**src/shared/ovs_consts.svh**
```systemverilog
// Purpose: offsets, field positions, reset values and timing counts of the output voltage sense block
// Assumes: 20 MHz reference clock
// Notes:   register offsets are the 16-bit command codes seen by the configuration port
`ifndef OVS_CONSTS_SVH
`define OVS_CONSTS_SVH

`define OVS_OFS_OV_LIMIT      16'h0040
`define OVS_OFS_OV_RESPONSE   16'h0041
`define OVS_OFS_FAST_ACTION   16'hFE01
`define OVS_OFS_OPEN_ACTION   16'hFE02
`define OVS_OFS_RISE_LEVEL    16'hFE2F
`define OVS_OFS_FALL_LEVEL    16'hFE30
`define OVS_OFS_DEBOUNCE      16'hFE31
`define OVS_OFS_HYSTERESIS    16'hFE50
`define OVS_OFS_STATUS        16'hFE80

`define OVS_ACT_MSB           7
`define OVS_ACT_LSB           6
`define OVS_LEVEL_MSB         6
`define OVS_DEB_MSB           1

`define OVS_RST_OV_LIMIT      16'h07FF
`define OVS_RST_ACTION        8'hC0
`define OVS_RST_RISE_LEVEL    8'h40
`define OVS_RST_FALL_LEVEL    8'h30
`define OVS_RST_DEBOUNCE      8'h00
`define OVS_RST_HYSTERESIS    8'h10

`define OVS_FLAG_ACCURATE     0
`define OVS_FLAG_FAST         1
`define OVS_FLAG_OPEN         2

`define OVS_CLK_HZ            20000000
`define OVS_CLK_NS            50
`define OVS_FAST_RATE_HZ      1500
`define OVS_BLANK_NS          10000
`define OVS_OPEN_DEB_NS       10000
`define OVS_DEB0_NS           120
`define OVS_DEB1_NS           240
`define OVS_DEB2_NS           480
`define OVS_DEB3_NS           640
`define OVS_BLANK_CYC         ((`OVS_BLANK_NS) / (`OVS_CLK_NS))
`define OVS_OPEN_DEB_CYC      (((`OVS_OPEN_DEB_NS) + (`OVS_CLK_NS) - 1) / (`OVS_CLK_NS))
`define OVS_DEB_CYC(ns)       ((((ns)) + (`OVS_CLK_NS) - 1) / (`OVS_CLK_NS))
`define OVS_FAST_CYC          ((`OVS_CLK_HZ) / (`OVS_FAST_RATE_HZ))

// ~100 mV of the 1.6 V span on an 11-bit code, 6.6 % of 2048
`define OVS_OPEN_DIFF         11'h087

`endif

```
**src/shared/ovs_pkg.sv**
```systemverilog
// Purpose: types shared by the output voltage sense block
// Assumes: nothing beyond the constants header
// Notes:   one action encoding serves all three protection sources
package ovs_pkg;
	typedef enum logic [1:0]
	{
		OVS_ACT_SHUTDOWN  = 2'b00,
		OVS_ACT_PWM_OFF   = 2'b01,
		OVS_ACT_SOFTSTART = 2'b10,
		OVS_ACT_IGNORE    = 2'b11
	} ovs_action_e;

	typedef enum logic [1:0]
	{
		OVS_FST_ARMED      = 2'b00,
		OVS_FST_BLANK_FALL = 2'b01,
		OVS_FST_TRIPPED    = 2'b10,
		OVS_FST_BLANK_RISE = 2'b11
	} ovs_fast_e;

	typedef logic [10:0] ovs_sample_t;
endpackage

```
**src/rtl/ovs_top.sv**
```systemverilog
// Purpose: output voltage sensing, half-cycle prefilter, accurate and fast overvoltage, open-loop guard
// Assumes: all inputs synchronous to ref_clk; adc samples arrive with one-cycle valid strobes
// Notes:   one shared serial divider turns sums into averages; half-cycle jobs take priority
//
// Overview of operation
// - Deliver an 11-bit feedback average once per half line cycle to the normal loop.
// - Deliver a 10-bit feedback average refreshed at 1.5 kHz to the fast loop.
// - Zero crossings of input voltage mark each half line cycle boundary.
// - Average every feedback sample inside one half line cycle and present it.
// - Set accurate overvoltage flag when half-cycle average exceeds the limit register.
// - Accurate overvoltage flag triggers the action chosen in the response register.
// - With PWM-off response, release accurate condition only below limit minus hysteresis.
// - Fast comparator ignores pulses shorter than 120, 240, 480 or 640 ns.
// - Rising and falling fast thresholds each come from a 7-bit field.
// - On rising trip apply fast action and switch reference to falling level if different.
// - Blank the fast comparator for 10 us whenever its reference switches.
// - Fast overvoltage releases when the sense drops below the falling threshold.
// - Two-bit fast response: shutdown, PWM off until cleared, soft start, ignore.
// - Flag open loop when redundant and feedback inputs differ by more than ~100 mV.
// - Open-loop difference must persist 10 us before the fault is recognised.
// - Two-bit open-loop response picks the same four actions.
`timescale 1ns/1ps
`include "ovs_consts.svh"

module ovs_top
#(
	parameter int unsigned FAST_CYCLES = `OVS_FAST_CYC,
	parameter int unsigned ZC_LEVEL    = 64,
	parameter int unsigned CNT_W       = 16
)
(
	input  wire logic             ref_clk,
	input  wire logic             rst,
	input  wire logic             clk_en,
	input  wire ovs_pkg::ovs_sample_t output_feedback_input,
	input  wire logic             feedback_valid,
	input  wire ovs_pkg::ovs_sample_t redundant_overvoltage_input,
	input  wire ovs_pkg::ovs_sample_t line_voltage_input,
	input  wire logic             line_valid,
	input  wire logic             fast_comparator_out,
	input  wire logic             power_on_request,
	input  wire logic [15:0]      reg_addr,
	input  wire logic [15:0]      reg_wdata,
	input  wire logic             reg_wr,
	input  wire logic             reg_rd,
	output logic [15:0]           reg_rdata,
	output ovs_pkg::ovs_sample_t  half_cycle_average,
	output logic                  half_cycle_valid,
	output logic [9:0]            fast_loop_average,
	output logic                  fast_loop_valid,
	output logic [6:0]            fast_reference_level,
	output logic                  pwm_disable,
	output logic                  shutdown_hold,
	output logic                  soft_start_req
);
	import ovs_pkg::*;

	localparam int SUM_W = 11 + CNT_W;
	localparam int BLANK_CYC = `OVS_BLANK_CYC;
	localparam int OPEN_CYC = `OVS_OPEN_DEB_CYC;

	logic [15:0]       ov_limit;
	logic [7:0]        ov_response;
	logic [7:0]        fast_action;
	logic [7:0]        open_action;
	logic [7:0]        trip_level_high;
	logic [7:0]        release_level_low;
	logic [7:0]        debounce_sel;
	logic [7:0]        hysteresis;
	logic [2:0]        flags;
	logic [2:0]        evt;
	logic              status_wr;
	logic              acc_active;
	ovs_fast_e         fst;
	logic              shutdown_latch;
	logic              pwr_q;

	function automatic logic [4:0] deb_cycles(input logic [1:0] sel);
		unique case (sel)
			2'b00: deb_cycles = 5'(`OVS_DEB_CYC(`OVS_DEB0_NS));
			2'b01: deb_cycles = 5'(`OVS_DEB_CYC(`OVS_DEB1_NS));
			2'b10: deb_cycles = 5'(`OVS_DEB_CYC(`OVS_DEB2_NS));
			2'b11: deb_cycles = 5'(`OVS_DEB_CYC(`OVS_DEB3_NS));
		endcase
	endfunction

	// configuration writes; the status word is write-one-to-clear
	assign status_wr = reg_wr && (reg_addr == `OVS_OFS_STATUS);

	always_ff @(posedge ref_clk or posedge rst)
	begin
		if (rst)
		begin
			ov_limit          <= `OVS_RST_OV_LIMIT;
			ov_response       <= `OVS_RST_ACTION;
			fast_action       <= `OVS_RST_ACTION;
			open_action       <= `OVS_RST_ACTION;
			trip_level_high   <= `OVS_RST_RISE_LEVEL;
			release_level_low <= `OVS_RST_FALL_LEVEL;
			debounce_sel      <= `OVS_RST_DEBOUNCE;
			hysteresis        <= `OVS_RST_HYSTERESIS;
		end
		else if (clk_en && reg_wr)
		begin
			unique case (reg_addr)
				`OVS_OFS_OV_LIMIT:    ov_limit <= reg_wdata;
				`OVS_OFS_OV_RESPONSE: ov_response <= reg_wdata[7:0];
				`OVS_OFS_FAST_ACTION: fast_action <= reg_wdata[7:0];
				`OVS_OFS_OPEN_ACTION: open_action <= reg_wdata[7:0];
				`OVS_OFS_RISE_LEVEL:  trip_level_high <= {1'b0, reg_wdata[`OVS_LEVEL_MSB:0]};
				`OVS_OFS_FALL_LEVEL:  release_level_low <= {1'b0, reg_wdata[`OVS_LEVEL_MSB:0]};
				`OVS_OFS_DEBOUNCE:    debounce_sel <= {6'h00, reg_wdata[`OVS_DEB_MSB:0]};
				`OVS_OFS_HYSTERESIS:  hysteresis <= reg_wdata[7:0];
				default:              ;
			endcase
		end
	end

	always_ff @(posedge ref_clk or posedge rst)
	begin
		if (rst)
			reg_rdata <= 16'h0000;
		else if (clk_en && reg_rd)
		begin
			unique case (reg_addr)
				`OVS_OFS_OV_LIMIT:    reg_rdata <= ov_limit;
				`OVS_OFS_OV_RESPONSE: reg_rdata <= {8'h00, ov_response};
				`OVS_OFS_FAST_ACTION: reg_rdata <= {8'h00, fast_action};
				`OVS_OFS_OPEN_ACTION: reg_rdata <= {8'h00, open_action};
				`OVS_OFS_RISE_LEVEL:  reg_rdata <= {8'h00, trip_level_high};
				`OVS_OFS_FALL_LEVEL:  reg_rdata <= {8'h00, release_level_low};
				`OVS_OFS_DEBOUNCE:    reg_rdata <= {8'h00, debounce_sel};
				`OVS_OFS_HYSTERESIS:  reg_rdata <= {8'h00, hysteresis};
				`OVS_OFS_STATUS:      reg_rdata <= {9'h000, fst, shutdown_latch, acc_active, flags};
				default:              reg_rdata <= 16'h0000;
			endcase
		end
	end

	// zero-cross detector: a falling pass through ZC_LEVEL on the rectified line
	logic zc_armed;
	logic zc_pulse;
	assign zc_pulse = line_valid && zc_armed && (line_voltage_input <= 11'(ZC_LEVEL));

	always_ff @(posedge ref_clk or posedge rst)
	begin
		if (rst)
			zc_armed <= 1'b0;
		else if (clk_en && line_valid)
			zc_armed <= (line_voltage_input > 11'(ZC_LEVEL));
	end

	// accumulators; a sample landing on a boundary opens the next window
	logic [SUM_W-1:0] half_sum, fast_sum, pend_half_sum, pend_fast_sum;
	logic [CNT_W-1:0] half_cnt, fast_cnt, pend_half_cnt, pend_fast_cnt;
	logic [15:0]      fast_tmr;
	logic             fast_tick, pend_half, pend_fast;
	logic [SUM_W-1:0] smp_ext;
	logic [CNT_W-1:0] smp_one;
	assign fast_tick = (fast_tmr == 16'(FAST_CYCLES - 1));
	assign smp_ext = feedback_valid ? SUM_W'(output_feedback_input) : '0;
	assign smp_one = feedback_valid ? CNT_W'(1) : '0;

	// sum samples over the half cycle and the fast window
	always_ff @(posedge ref_clk or posedge rst)
	begin
		if (rst)
		begin
			half_sum <= '0;
			half_cnt <= '0;
			fast_sum <= '0;
			fast_cnt <= '0;
			fast_tmr <= 16'h0000;
		end
		else if (clk_en)
		begin
			half_sum <= zc_pulse ? smp_ext : half_sum + smp_ext;
			half_cnt <= zc_pulse ? smp_one : half_cnt + smp_one;
			fast_sum <= fast_tick ? smp_ext : fast_sum + smp_ext;
			fast_cnt <= fast_tick ? smp_one : fast_cnt + smp_one;
			fast_tmr <= fast_tick ? 16'h0000 : fast_tmr + 16'h0001;
		end
	end

	// shared restoring divider, one quotient bit per cycle
	logic [SUM_W-1:0] div_quo;
	logic [CNT_W:0]   div_rem;
	logic [CNT_W-1:0] div_den;
	logic [5:0]       div_step;
	logic             div_busy, div_job_half, div_start_half, div_start_fast;
	logic [CNT_W:0]   div_trial;
	assign div_trial = {div_rem[CNT_W-1:0], div_quo[SUM_W-1]};
	assign div_start_half = !div_busy && pend_half;
	assign div_start_fast = !div_busy && !pend_half && pend_fast;

	always_ff @(posedge ref_clk or posedge rst)
	begin
		if (rst)
		begin
			pend_half     <= 1'b0;
			pend_fast     <= 1'b0;
			pend_half_sum <= '0;
			pend_half_cnt <= '0;
			pend_fast_sum <= '0;
			pend_fast_cnt <= '0;
		end
		else if (clk_en)
		begin
			// an empty window has no average and is dropped
			if (zc_pulse)
			begin
				pend_half     <= (half_cnt != '0);
				pend_half_sum <= half_sum;
				pend_half_cnt <= half_cnt;
			end
			else if (div_start_half)
				pend_half <= 1'b0;
			if (fast_tick)
			begin
				pend_fast     <= (fast_cnt != '0);
				pend_fast_sum <= fast_sum;
				pend_fast_cnt <= fast_cnt;
			end
			else if (div_start_fast)
				pend_fast <= 1'b0;
		end
	end

	always_ff @(posedge ref_clk or posedge rst)
	begin
		if (rst)
		begin
			div_busy     <= 1'b0;
			div_job_half <= 1'b0;
			div_step     <= 6'h00;
			div_quo      <= '0;
			div_rem      <= '0;
			div_den      <= '0;
		end
		else if (clk_en)
		begin
			if (div_start_half || div_start_fast)
			begin
				div_busy     <= 1'b1;
				div_job_half <= div_start_half;
				div_step     <= 6'(SUM_W);
				div_quo      <= div_start_half ? pend_half_sum : pend_fast_sum;
				div_den      <= div_start_half ? pend_half_cnt : pend_fast_cnt;
				div_rem      <= '0;
			end
			else if (div_busy)
			begin
				// busy stays up through the step-zero cycle so the finished quotient is seen once
				if (div_step == 6'h00)
					div_busy <= 1'b0;
				else
				begin
					div_step <= div_step - 6'h01;
					if (div_trial >= {1'b0, div_den})
					begin
						div_rem <= div_trial - {1'b0, div_den};
						div_quo <= {div_quo[SUM_W-2:0], 1'b1};
					end
					else
					begin
						div_rem <= div_trial;
						div_quo <= {div_quo[SUM_W-2:0], 1'b0};
					end
				end
			end
		end
	end

	logic div_done;
	assign div_done = div_busy && (div_step == 6'h00);

	// publish averages to the two voltage loops
	always_ff @(posedge ref_clk or posedge rst)
	begin
		if (rst)
		begin
			half_cycle_average <= '0;
			half_cycle_valid   <= 1'b0;
			fast_loop_average  <= 10'h000;
			fast_loop_valid    <= 1'b0;
		end
		else if (clk_en)
		begin
			half_cycle_valid <= div_done && div_job_half;
			fast_loop_valid  <= div_done && !div_job_half;
			if (div_done && div_job_half)
				half_cycle_average <= div_quo[10:0];
			if (div_done && !div_job_half)
				fast_loop_average <= div_quo[10:1];
		end
	end

	// accurate overvoltage, judged on each fresh half-cycle average
	logic [16:0] avg_w, lim_w, rel_w;
	logic        acc_trip, acc_pwm_mode;
	assign avg_w = 17'(half_cycle_average);
	assign lim_w = {1'b0, ov_limit};
	assign acc_pwm_mode = (ovs_action_e'(ov_response[`OVS_ACT_MSB:`OVS_ACT_LSB]) == OVS_ACT_PWM_OFF);
	assign rel_w = acc_pwm_mode ? lim_w - 17'(hysteresis) : lim_w;
	assign acc_trip = half_cycle_valid && (avg_w > lim_w);

	always_ff @(posedge ref_clk or posedge rst)
	begin
		if (rst)
			acc_active <= 1'b0;
		else if (clk_en && half_cycle_valid)
			// a hysteresis larger than the limit wraps the release point below zero: never release then
			acc_active <= (acc_active && acc_pwm_mode) ? (rel_w[16] || avg_w >= rel_w) : (avg_w > lim_w);
	end

	// fast overvoltage: debounce, threshold swap and blanking
	logic [4:0] deb_cnt;
	logic [8:0] blank_cnt;
	logic       fast_trip, fast_release, comp_target;
	assign comp_target = (fst == OVS_FST_ARMED);
	// debounce length from the two-bit field
	assign fast_trip = (fst == OVS_FST_ARMED) && fast_comparator_out && (deb_cnt + 5'h01 >= deb_cycles(debounce_sel[1:0]));
	assign fast_release = (fst == OVS_FST_TRIPPED) && !fast_comparator_out
		&& (deb_cnt + 5'h01 >= deb_cycles(debounce_sel[1:0]));

	always_ff @(posedge ref_clk or posedge rst)
	begin
		if (rst)
		begin
			fst                  <= OVS_FST_ARMED;
			deb_cnt              <= 5'h00;
			blank_cnt            <= 9'h000;
			fast_reference_level <= 7'h00;
		end
		else if (clk_en)
		begin
			deb_cnt <= (fast_comparator_out == comp_target || fst == OVS_FST_TRIPPED && !fast_comparator_out)
				&& !fast_trip && !fast_release && !fst[0] ? deb_cnt + 5'h01 : 5'h00;
			unique case (fst)
				OVS_FST_ARMED:
				begin
					fast_reference_level <= trip_level_high[6:0];
					// swap to falling level on trip
					if (fast_trip)
					begin
						fast_reference_level <= release_level_low[6:0];
						blank_cnt <= 9'(BLANK_CYC - 1);
						fst <= (trip_level_high != release_level_low) ? OVS_FST_BLANK_FALL : OVS_FST_TRIPPED;
					end
				end
				OVS_FST_TRIPPED:
				begin
					fast_reference_level <= release_level_low[6:0];
					if (fast_release)
					begin
						fast_reference_level <= trip_level_high[6:0];
						blank_cnt <= 9'(BLANK_CYC - 1);
						fst <= (trip_level_high != release_level_low) ? OVS_FST_BLANK_RISE : OVS_FST_ARMED;
					end
				end
				OVS_FST_BLANK_FALL, OVS_FST_BLANK_RISE:
				begin
					blank_cnt <= blank_cnt - 9'h001;
					if (blank_cnt == 9'h000)
						fst <= (fst == OVS_FST_BLANK_FALL) ? OVS_FST_TRIPPED : OVS_FST_ARMED;
				end
			endcase
		end
	end

	// open-loop guard: redundant sense versus feedback
	logic [11:0] open_diff;
	logic        open_big, open_evt;
	logic [7:0]  open_cnt;
	assign open_diff = 12'(redundant_overvoltage_input) - 12'(output_feedback_input);
	assign open_big = (open_diff[11] ? 11'(-open_diff) : open_diff[10:0]) > `OVS_OPEN_DIFF;
	assign open_evt = open_big && (open_cnt == 8'(OPEN_CYC - 1));

	always_ff @(posedge ref_clk or posedge rst)
	begin
		if (rst)
			open_cnt <= 8'h00;
		else if (clk_en)
			open_cnt <= !open_big ? 8'h00 : (open_evt ? open_cnt : open_cnt + 8'h01);
	end

	// sticky flags, a set in the clearing cycle wins
	assign evt[`OVS_FLAG_ACCURATE] = acc_trip;
	assign evt[`OVS_FLAG_FAST]     = fast_trip;
	assign evt[`OVS_FLAG_OPEN]     = open_evt && !flags[`OVS_FLAG_OPEN];

	always_ff @(posedge ref_clk or posedge rst)
	begin
		if (rst)
			flags <= 3'b000;
		else if (clk_en)
			flags <= (flags & ~(status_wr ? reg_wdata[2:0] : 3'b000)) | evt;
	end

	// action dispatch per source
	ovs_action_e act[3];
	logic [2:0]  want_stop, want_soft, want_pwm;
	assign act[0] = ovs_action_e'(ov_response[`OVS_ACT_MSB:`OVS_ACT_LSB]);
	assign act[1] = ovs_action_e'(fast_action[`OVS_ACT_MSB:`OVS_ACT_LSB]);
	assign act[2] = ovs_action_e'(open_action[`OVS_ACT_MSB:`OVS_ACT_LSB]);

	always_comb
	begin
		for (int i = 0; i < 3; i++)
		begin
			want_stop[i] = evt[i] && (act[i] == OVS_ACT_SHUTDOWN);
			want_soft[i] = evt[i] && (act[i] == OVS_ACT_SOFTSTART);
			want_pwm[i]  = flags[i] && (act[i] == OVS_ACT_PWM_OFF);
		end
		// accurate pwm-off follows the hysteresis-governed condition instead
		want_pwm[0] = acc_active && acc_pwm_mode;
	end

	// shutdown holds until a fresh power-on request edge
	always_ff @(posedge ref_clk or posedge rst)
	begin
		if (rst)
		begin
			pwr_q          <= 1'b0;
			shutdown_latch <= 1'b0;
			shutdown_hold  <= 1'b0;
			soft_start_req <= 1'b0;
			pwm_disable    <= 1'b0;
		end
		else if (clk_en)
		begin
			pwr_q          <= power_on_request;
			shutdown_latch <= (|want_stop) || (shutdown_latch && !(power_on_request && !pwr_q));
			shutdown_hold  <= (|want_stop) || (shutdown_latch && !(power_on_request && !pwr_q));
			soft_start_req <= |want_soft;
			pwm_disable    <= (|want_stop) || shutdown_latch || (|want_pwm);
		end
	end
endmodule

```
**config.mk**
```make
export PLATFORM = sky130hd
export DESIGN_NAME = ovs_top
export DESIGN_NICKNAME = d
export VERILOG_FILES = /design/src/shared/ovs_pkg.sv /design/src/rtl/ovs_top.sv
export VERILOG_INCLUDE_DIRS = /design/src /design/src/shared
export SDC_FILE = /design/constraint.sdc
export NUM_CORES = 1
export LEC_CHECK = 0
export ABC_AREA = 1
export BUFFER_PORTS_ARGS = -buffer_cell sky130_fd_sc_hd__buf_2
export CAP_MARGIN = 20
export CORE_ASPECT_RATIO = 1.4
export CORE_MARGIN = 1.5
export CORE_UTILIZATION = 45
export DETAILED_ROUTE_END_ITERATION = 12
export PLACE_DENSITY = 0.61
export RECOVER_POWER = 25
export SYNTH_ARGS = -nofsm -noshare
export SYNTH_HDL_FRONTEND = slang
export SYNTH_SLANG_ARGS = --single-unit
```
**constraint.sdc**
```tcl
create_clock -name ref_clk -period 20.1 [get_ports ref_clk]
set_input_delay 4.02 -clock ref_clk [delete_from_list [all_inputs] [get_ports ref_clk]]
set_output_delay 4.02 -clock ref_clk [all_outputs]
set_load 0.02 [all_outputs]
```
Word level (Yosys, flattened, before mapping) --
Index checks and enable logic that the tools add are counted. W data, S select, Z words.
Word-level totals: flip-flop bits (word level) 400, logic and storage cells 231, output and inout bits 49
Cells by class: $lt $le $gt $ge 7, eq/ne operators 30, reductions and logical operators 87, muxes and demuxes 49, add/sub/neg operators 13, bitwise operators 3
Operators by type and width (number):
- $mux W27 | 6
- $pmux W16 S9 | 1
- $mux W16 | 8
- $eq A16 B16 Y1 const B | 7
- $add A27 B11 Y27 | 2
- $logic_and A1 B1 Y1 | 34
- $reduce_and A2 Y1 | 17
- $add A16 B1 Y16 | 2
- $eq A16 B7 Y1 const B | 2
- $reduce_bool A16 Y1 | 2
- $pmux W9 S3 | 1
- $mux W11 | 2
- $pmux W5 S4 | 1
- $mux W6 | 3
- $mux W9 | 2
- $ge A11 B17 Y1 | 1
- $ge A17 B16 Y1 | 1
- $mux W17 | 1
- $sub A16 B8 Y17 | 1
- $add A16 B1 Y16 const B | 1
- $eq A16 B14 Y1 const B | 1
- $gt A11 B16 Y1 | 1
- $mux W8 | 2
- $sub A16 B16 Y16 | 1
- 36 further kinds | 89

Longest topological paths before layout --
depth in word-level cells 10, depth in mapped cells 27, mapped depth without buffers 27

Least setup slack after synthesis --
OpenSTA, ideal clock, no wires.
kind input -> register, start input feedback_valid, end register fast_sum[20], required time 19.977 ns, cell stages on the path 22, arrival time 6.406 ns, path slack 13.571 ns, path through clkbuf_1 > nand2_1 > inv_1 > ha_1 > inv_1 > fa_1 > inv_1 > nand2_1 > o21ai_1 > nand2_1 > nand3_1 > nand2_1 > nand2_1 > nand2_1 > nand2_1 > nand2_1 > nand2_1 > nand4_2 > inv_1 > nand4_1 > o21ai_0 > a21oi_1
Between the ends: word-level cells in the longest chain between the ends 3
RTL lines:
- start, declared | line ovs_top.sv:36 | input wire logic feedback_valid,
- $mux W11 | line ovs_top.sv:161 | assign smp_ext = feedback_valid ? SUM_W'(output_feedback_input) : '0;
- $add A27 B11 Y27 | line ovs_top.sv:179 | fast_sum <= fast_tick ? smp_ext : fast_sum + smp_ext;
- $mux W27 | line ovs_top.sv:179
- end signal, assigned | line ovs_top.sv:179
- end, declared | line ovs_top.sv:154 | logic [SUM_W-1:0] half_sum, fast_sum, pend_half_sum, pend_fast_sum;
No other way between the ends. A chain may end at the register's enable or synchronous reset.

==> impl_metrics.py <==
metrics = {
    "synthesis": {
        "synth_compound_area_share_pct": 16.7,
        "synth-xor-area-share_pct": 1.99,
        "synthFlopType": "dfrtp_1",
        "syn_inst": 2759,
        "synth_cell_types": 62,
        "synth-seq-area-share_pct": 45.7,
        "synth_edf_count": 0,
        "synth-async-reset-ratio_pct": 100,
        "synth_fa_ha_area_share_pct": 5.92,
        "muxShareOfSynthArea_pct": 0.410,
        "synth_area_um2": 22000,
        "avgSynthCellArea_um2": 7.97,
        "synth_top_family_by_area": "simple AND/OR/NAND/NOR gates",
        "yosys.area_share.simple_pct": 21.1,
        "syn_nets": 2934,
        "yosys_register_bits": 400,
        "yosys_warnings": 0,
    },
    "place": {
        "finalWeightedCongestion": 0.896,
        "hpwl_um": 43200,
        "placed_cell_area_um2": 23100,
        "io_buffers": 122,
    },
    "timing": {
        "fmax_mhz": 105,
        "tns_ns": 0,
        "finalMaxSlewViolations": 306,
        "finalCritPeriodShare_pct": 47.6,
        "hold_viol_final": 0,
        "tightestPinTransition_ns": 5.62,
        "fin_hold_ws_ns": 0.467,
        "setup_viol": 0,
        "relSlewSlack_pct": -274,
        "period_needed_ns": 9.56,
        "skew_ns": 0.0193,
        "grt_setup_unrepaired": "no",
    },
    "routing": {
        "wire_per_inst_um": 16.7,
        "drc": 0,
        "drtAntennaViolNets": 0,
        "dr.first_iter.drc_count": 1095,
        "first_pass_iters": 5,
        "vias": 18830,
        "finalWirelength_um": 58700,
        "viasPerCell": 5.35,
    },
    "run_status": {
        "status": "finished with violations",
        "violations": "max-capacitance violations, max-slew violations",
    },
    "pwr": {
        "p_comb_share_pct": 30.4,
        "p_leak_nw": 12.1,
        "cellPowerDensity_nw_per_um2": 111,
        "swShare_pct": 36.8,
        "vdd_drop_max_mv": 0.0650,
        "internal_power_w": 0.00172,
        "switching_power_w": 0.000999,
        "pwr-share-clk_pct": 28.7,
        "pwr-share-seq_pct": 40.9,
    },
    "hold_path": {
        "hold_path_depth": 1,
        "min_from": "blank_cnt[4]$_DFFE_PP0P_",
        "hp-class": "flip-flop to flip-flop",
    },
    "critical_path": {
        "cp.depth": 3,
        "rr_worst_depth": 26,
        "crit_fanout": 125,
        "crit_arrival_ns": 9.58,
        "critPathCaptureType": "async pin",
        "cp_top_family": "buffers and inverters",
        "critPathKind": "primary input to async pin",
        "required_ns": 20.11,
        "startpoint_type": "primary input",
        "timing.rr.end": "acc_active$_DFFE_PP0P_",
        "rr_startpoint": "ov_limit[0]$_DFFE_PP1P_",
        "cp_slowest_cell": "clkinvlp_2",
        "r2r_slack_ns": 16.09,
        "crit_start": "rst",
        "slowest_delay_ns": 3.05,
        "critPathBufInv": 3,
        "endpoint": "blank_cnt[4]$_DFFE_PP0P_",
        "path_cells": "buf_2 > clkinvlp_2 > clkbuf_1",
    },
    "die": {
        "core_um2": 48100,
        "row_count": 95,
        "ios": 123,
        "die-area_um2": 50200,
        "initial_core_util_pct": 45.7,
        "die_height_um": 265,
        "die_w_um": 190,
    },
    "global_route": {
        "grt_max_degree": 126,
        "grt_util_all_layers_pct": 23.7,
        "grt_pass1_wl_um": 95600,
        "grt_pass1_vias": 18559,
        "grt_overflow": 0,
        "antenna_found_initial": 0,
    },
    "layout": {
        "final_common_cell": "nand2_1",
        "antenna_cells": 0,
        "finalNetCount": 3031,
        "fin_area_um2": 24500,
        "drive_gt1_share_pct": 8.73,
        "final_cell_mix": "648 x nand2_1, 379 x dfrtp_1, 370 x inv_1",
        "syn2layout_area_growth_pct": 11.4,
    },
    "cts": {
        "cts_max_level": 2,
        "cts_hold_buf": 0,
        "cts_sinks": 400,
        "clk_latency_ns": 0.55,
        "cts_tree": "done",
        "cts_root_buffer": "clkbuf_16",
        "cts_buffer_depth": 3,
        "clk_pin_slew_worst_paths_ns": 0.06,
        "post_cts_buffers": 0,
        "numCtsBuffers": 42,
        "cts.repair.resized": 0,
    },
    "flow_run": {
        "max_cap_violations": 5,
    },
}
==> synth_stat cells (4+ instances only) <==
cell type	instances	area [um^2]
nand4_1	35	219
fa_1	5	100
a221oi_1	11	96.3
nand2_2	12	75.1
mux2_2	8	90.1
o21ai_2	12	105
dfrtp_1	379	9480
xnor2_1	13	114
nand2_1	648	2430
nand3b_1	7	52.6
a22oi_1	21	158
a21oi_1	149	746
inv_1	371	1390
or2_2	6	37.5
clkbuf_1	67	251
o21ai_0	328	1640
o21bai_1	6	45.0
nor4_1	25	156
xor2_1	37	324
dfstp_2	21	552
nor3_1	55	275
o22ai_1	17	106
nand3_1	110	551
buf_2	9	45.0
o31ai_1	10	75.1
a22o_1	4	35.0
and3_1	4	25.0
o221ai_1	25	219
o211ai_1	19	143
o21ai_1	15	75.1
buf_1	5	18.8
nand3_2	4	40.0
inv_2	7	26.3
a31oi_1	5	31.3
nor2_1	164	616
ha_1	96	1200
==> how the worst min path moves through the flow <==
stage / end / slack (ns)
after floorplan: fast_cnt[13]$_DFFE_PP0P_ / 0.43
after global placement: fast_cnt[13]$_DFFE_PP0P_ / 0.44
after detailed placement: fast_cnt[13]$_DFFE_PP0P_ / 0.45
after CTS: fast_cnt[13]$_DFFE_PP0P_ / 0.46
after global routing: fast_cnt[13]$_DFFE_PP0P_ / 0.48
final: blank_cnt[4]$_DFFE_PP0P_ / 0.47
==> power groups by stage <==
stage	logic (W)	registers (W)	clock network, W
after global routing	0.000950	0.00113	0.000830
after floorplan	0.000611	0.00110	0
after detailed placement	0.000826	0.00112	0
after CTS	0.000830	0.00111	0.000798
final	0.000825	0.00111	0.000780
after global placement	0.000803	0.00112	0
==> area by class of cell <==
cell class / instances / area (um^2)
inverter: 381 / 1430
timing repair buffer: 138 / 712
clock inverter: 19 / 208
sequential: 400 / 10000
tap: 630 / 788
fill: 4613 / 23600
multi-input combinational: 1893 / 10200
clock buffer: 56 / 1150
==> state kept, by name, indices dropped and copies added, names as in the netlist, 16 cells and up <==
signal         flops
div_quo           27
fast_sum          27
half_sum          27
pend_fast_sum     27
pend_half_sum     27
div_den           16
div_rem           16
fast_cnt          16
fast_tmr          16
half_cnt          16
ov_limit          16
pend_fast_cnt     16
pend_half_cnt     16
reg_rdata         16
==> routing by layer <==
layer	part of all wire, %	vias to the layer above	track usage [%]	wire [um]
met5	0	-	0	0
met4	3.8	0	9.42	2210
met3	3.6	113	2.48	2100
met2	49	407	41.3	28900
met1	43	8959	29.9	25500
li1	-	9351	-	-
==> cells by family (layout without fill, tap and decap cells) <==
logic type | Yosys count | after routing
and+or+nand+nor | 1089 | 1089
AOI/OAI and AO/OA | 645 | 645
buffers and inverters | 466 | 594
DFF | 400 | 400
adders and majority gates | 101 | 101
xor gates and xnor gates | 50 | 50
muxes | 8 | 8
==> metrics by stage <==
step                utilization (%)  setup WS (ns)  cells  power, W
floorplan                         -           4.99   2759   0.00171
global placement               48.1          12.98   3439   0.00192
detailed placement             48.1          12.91   3439   0.00195
CTS                            50.9          13.48   3514   0.00274
global route                   50.9           9.14   3517   0.00291
finish                         50.9          10.54   3517   0.00272
==> worst register-to-register path: cells and delay by family (launching register included) <==
kind | cells | cell delay, ns
AND/OR/NAND/NOR | 16 | 1.83
adder cells (fa/ha/maj) | 3 | 0.83
AO/OA/AOI/OAI | 4 | 0.71
flip-flops | 1 | 0.40
buffers and inverters | 3 | 0.18
No activity file was read; power rests on OpenSTA's default activity.
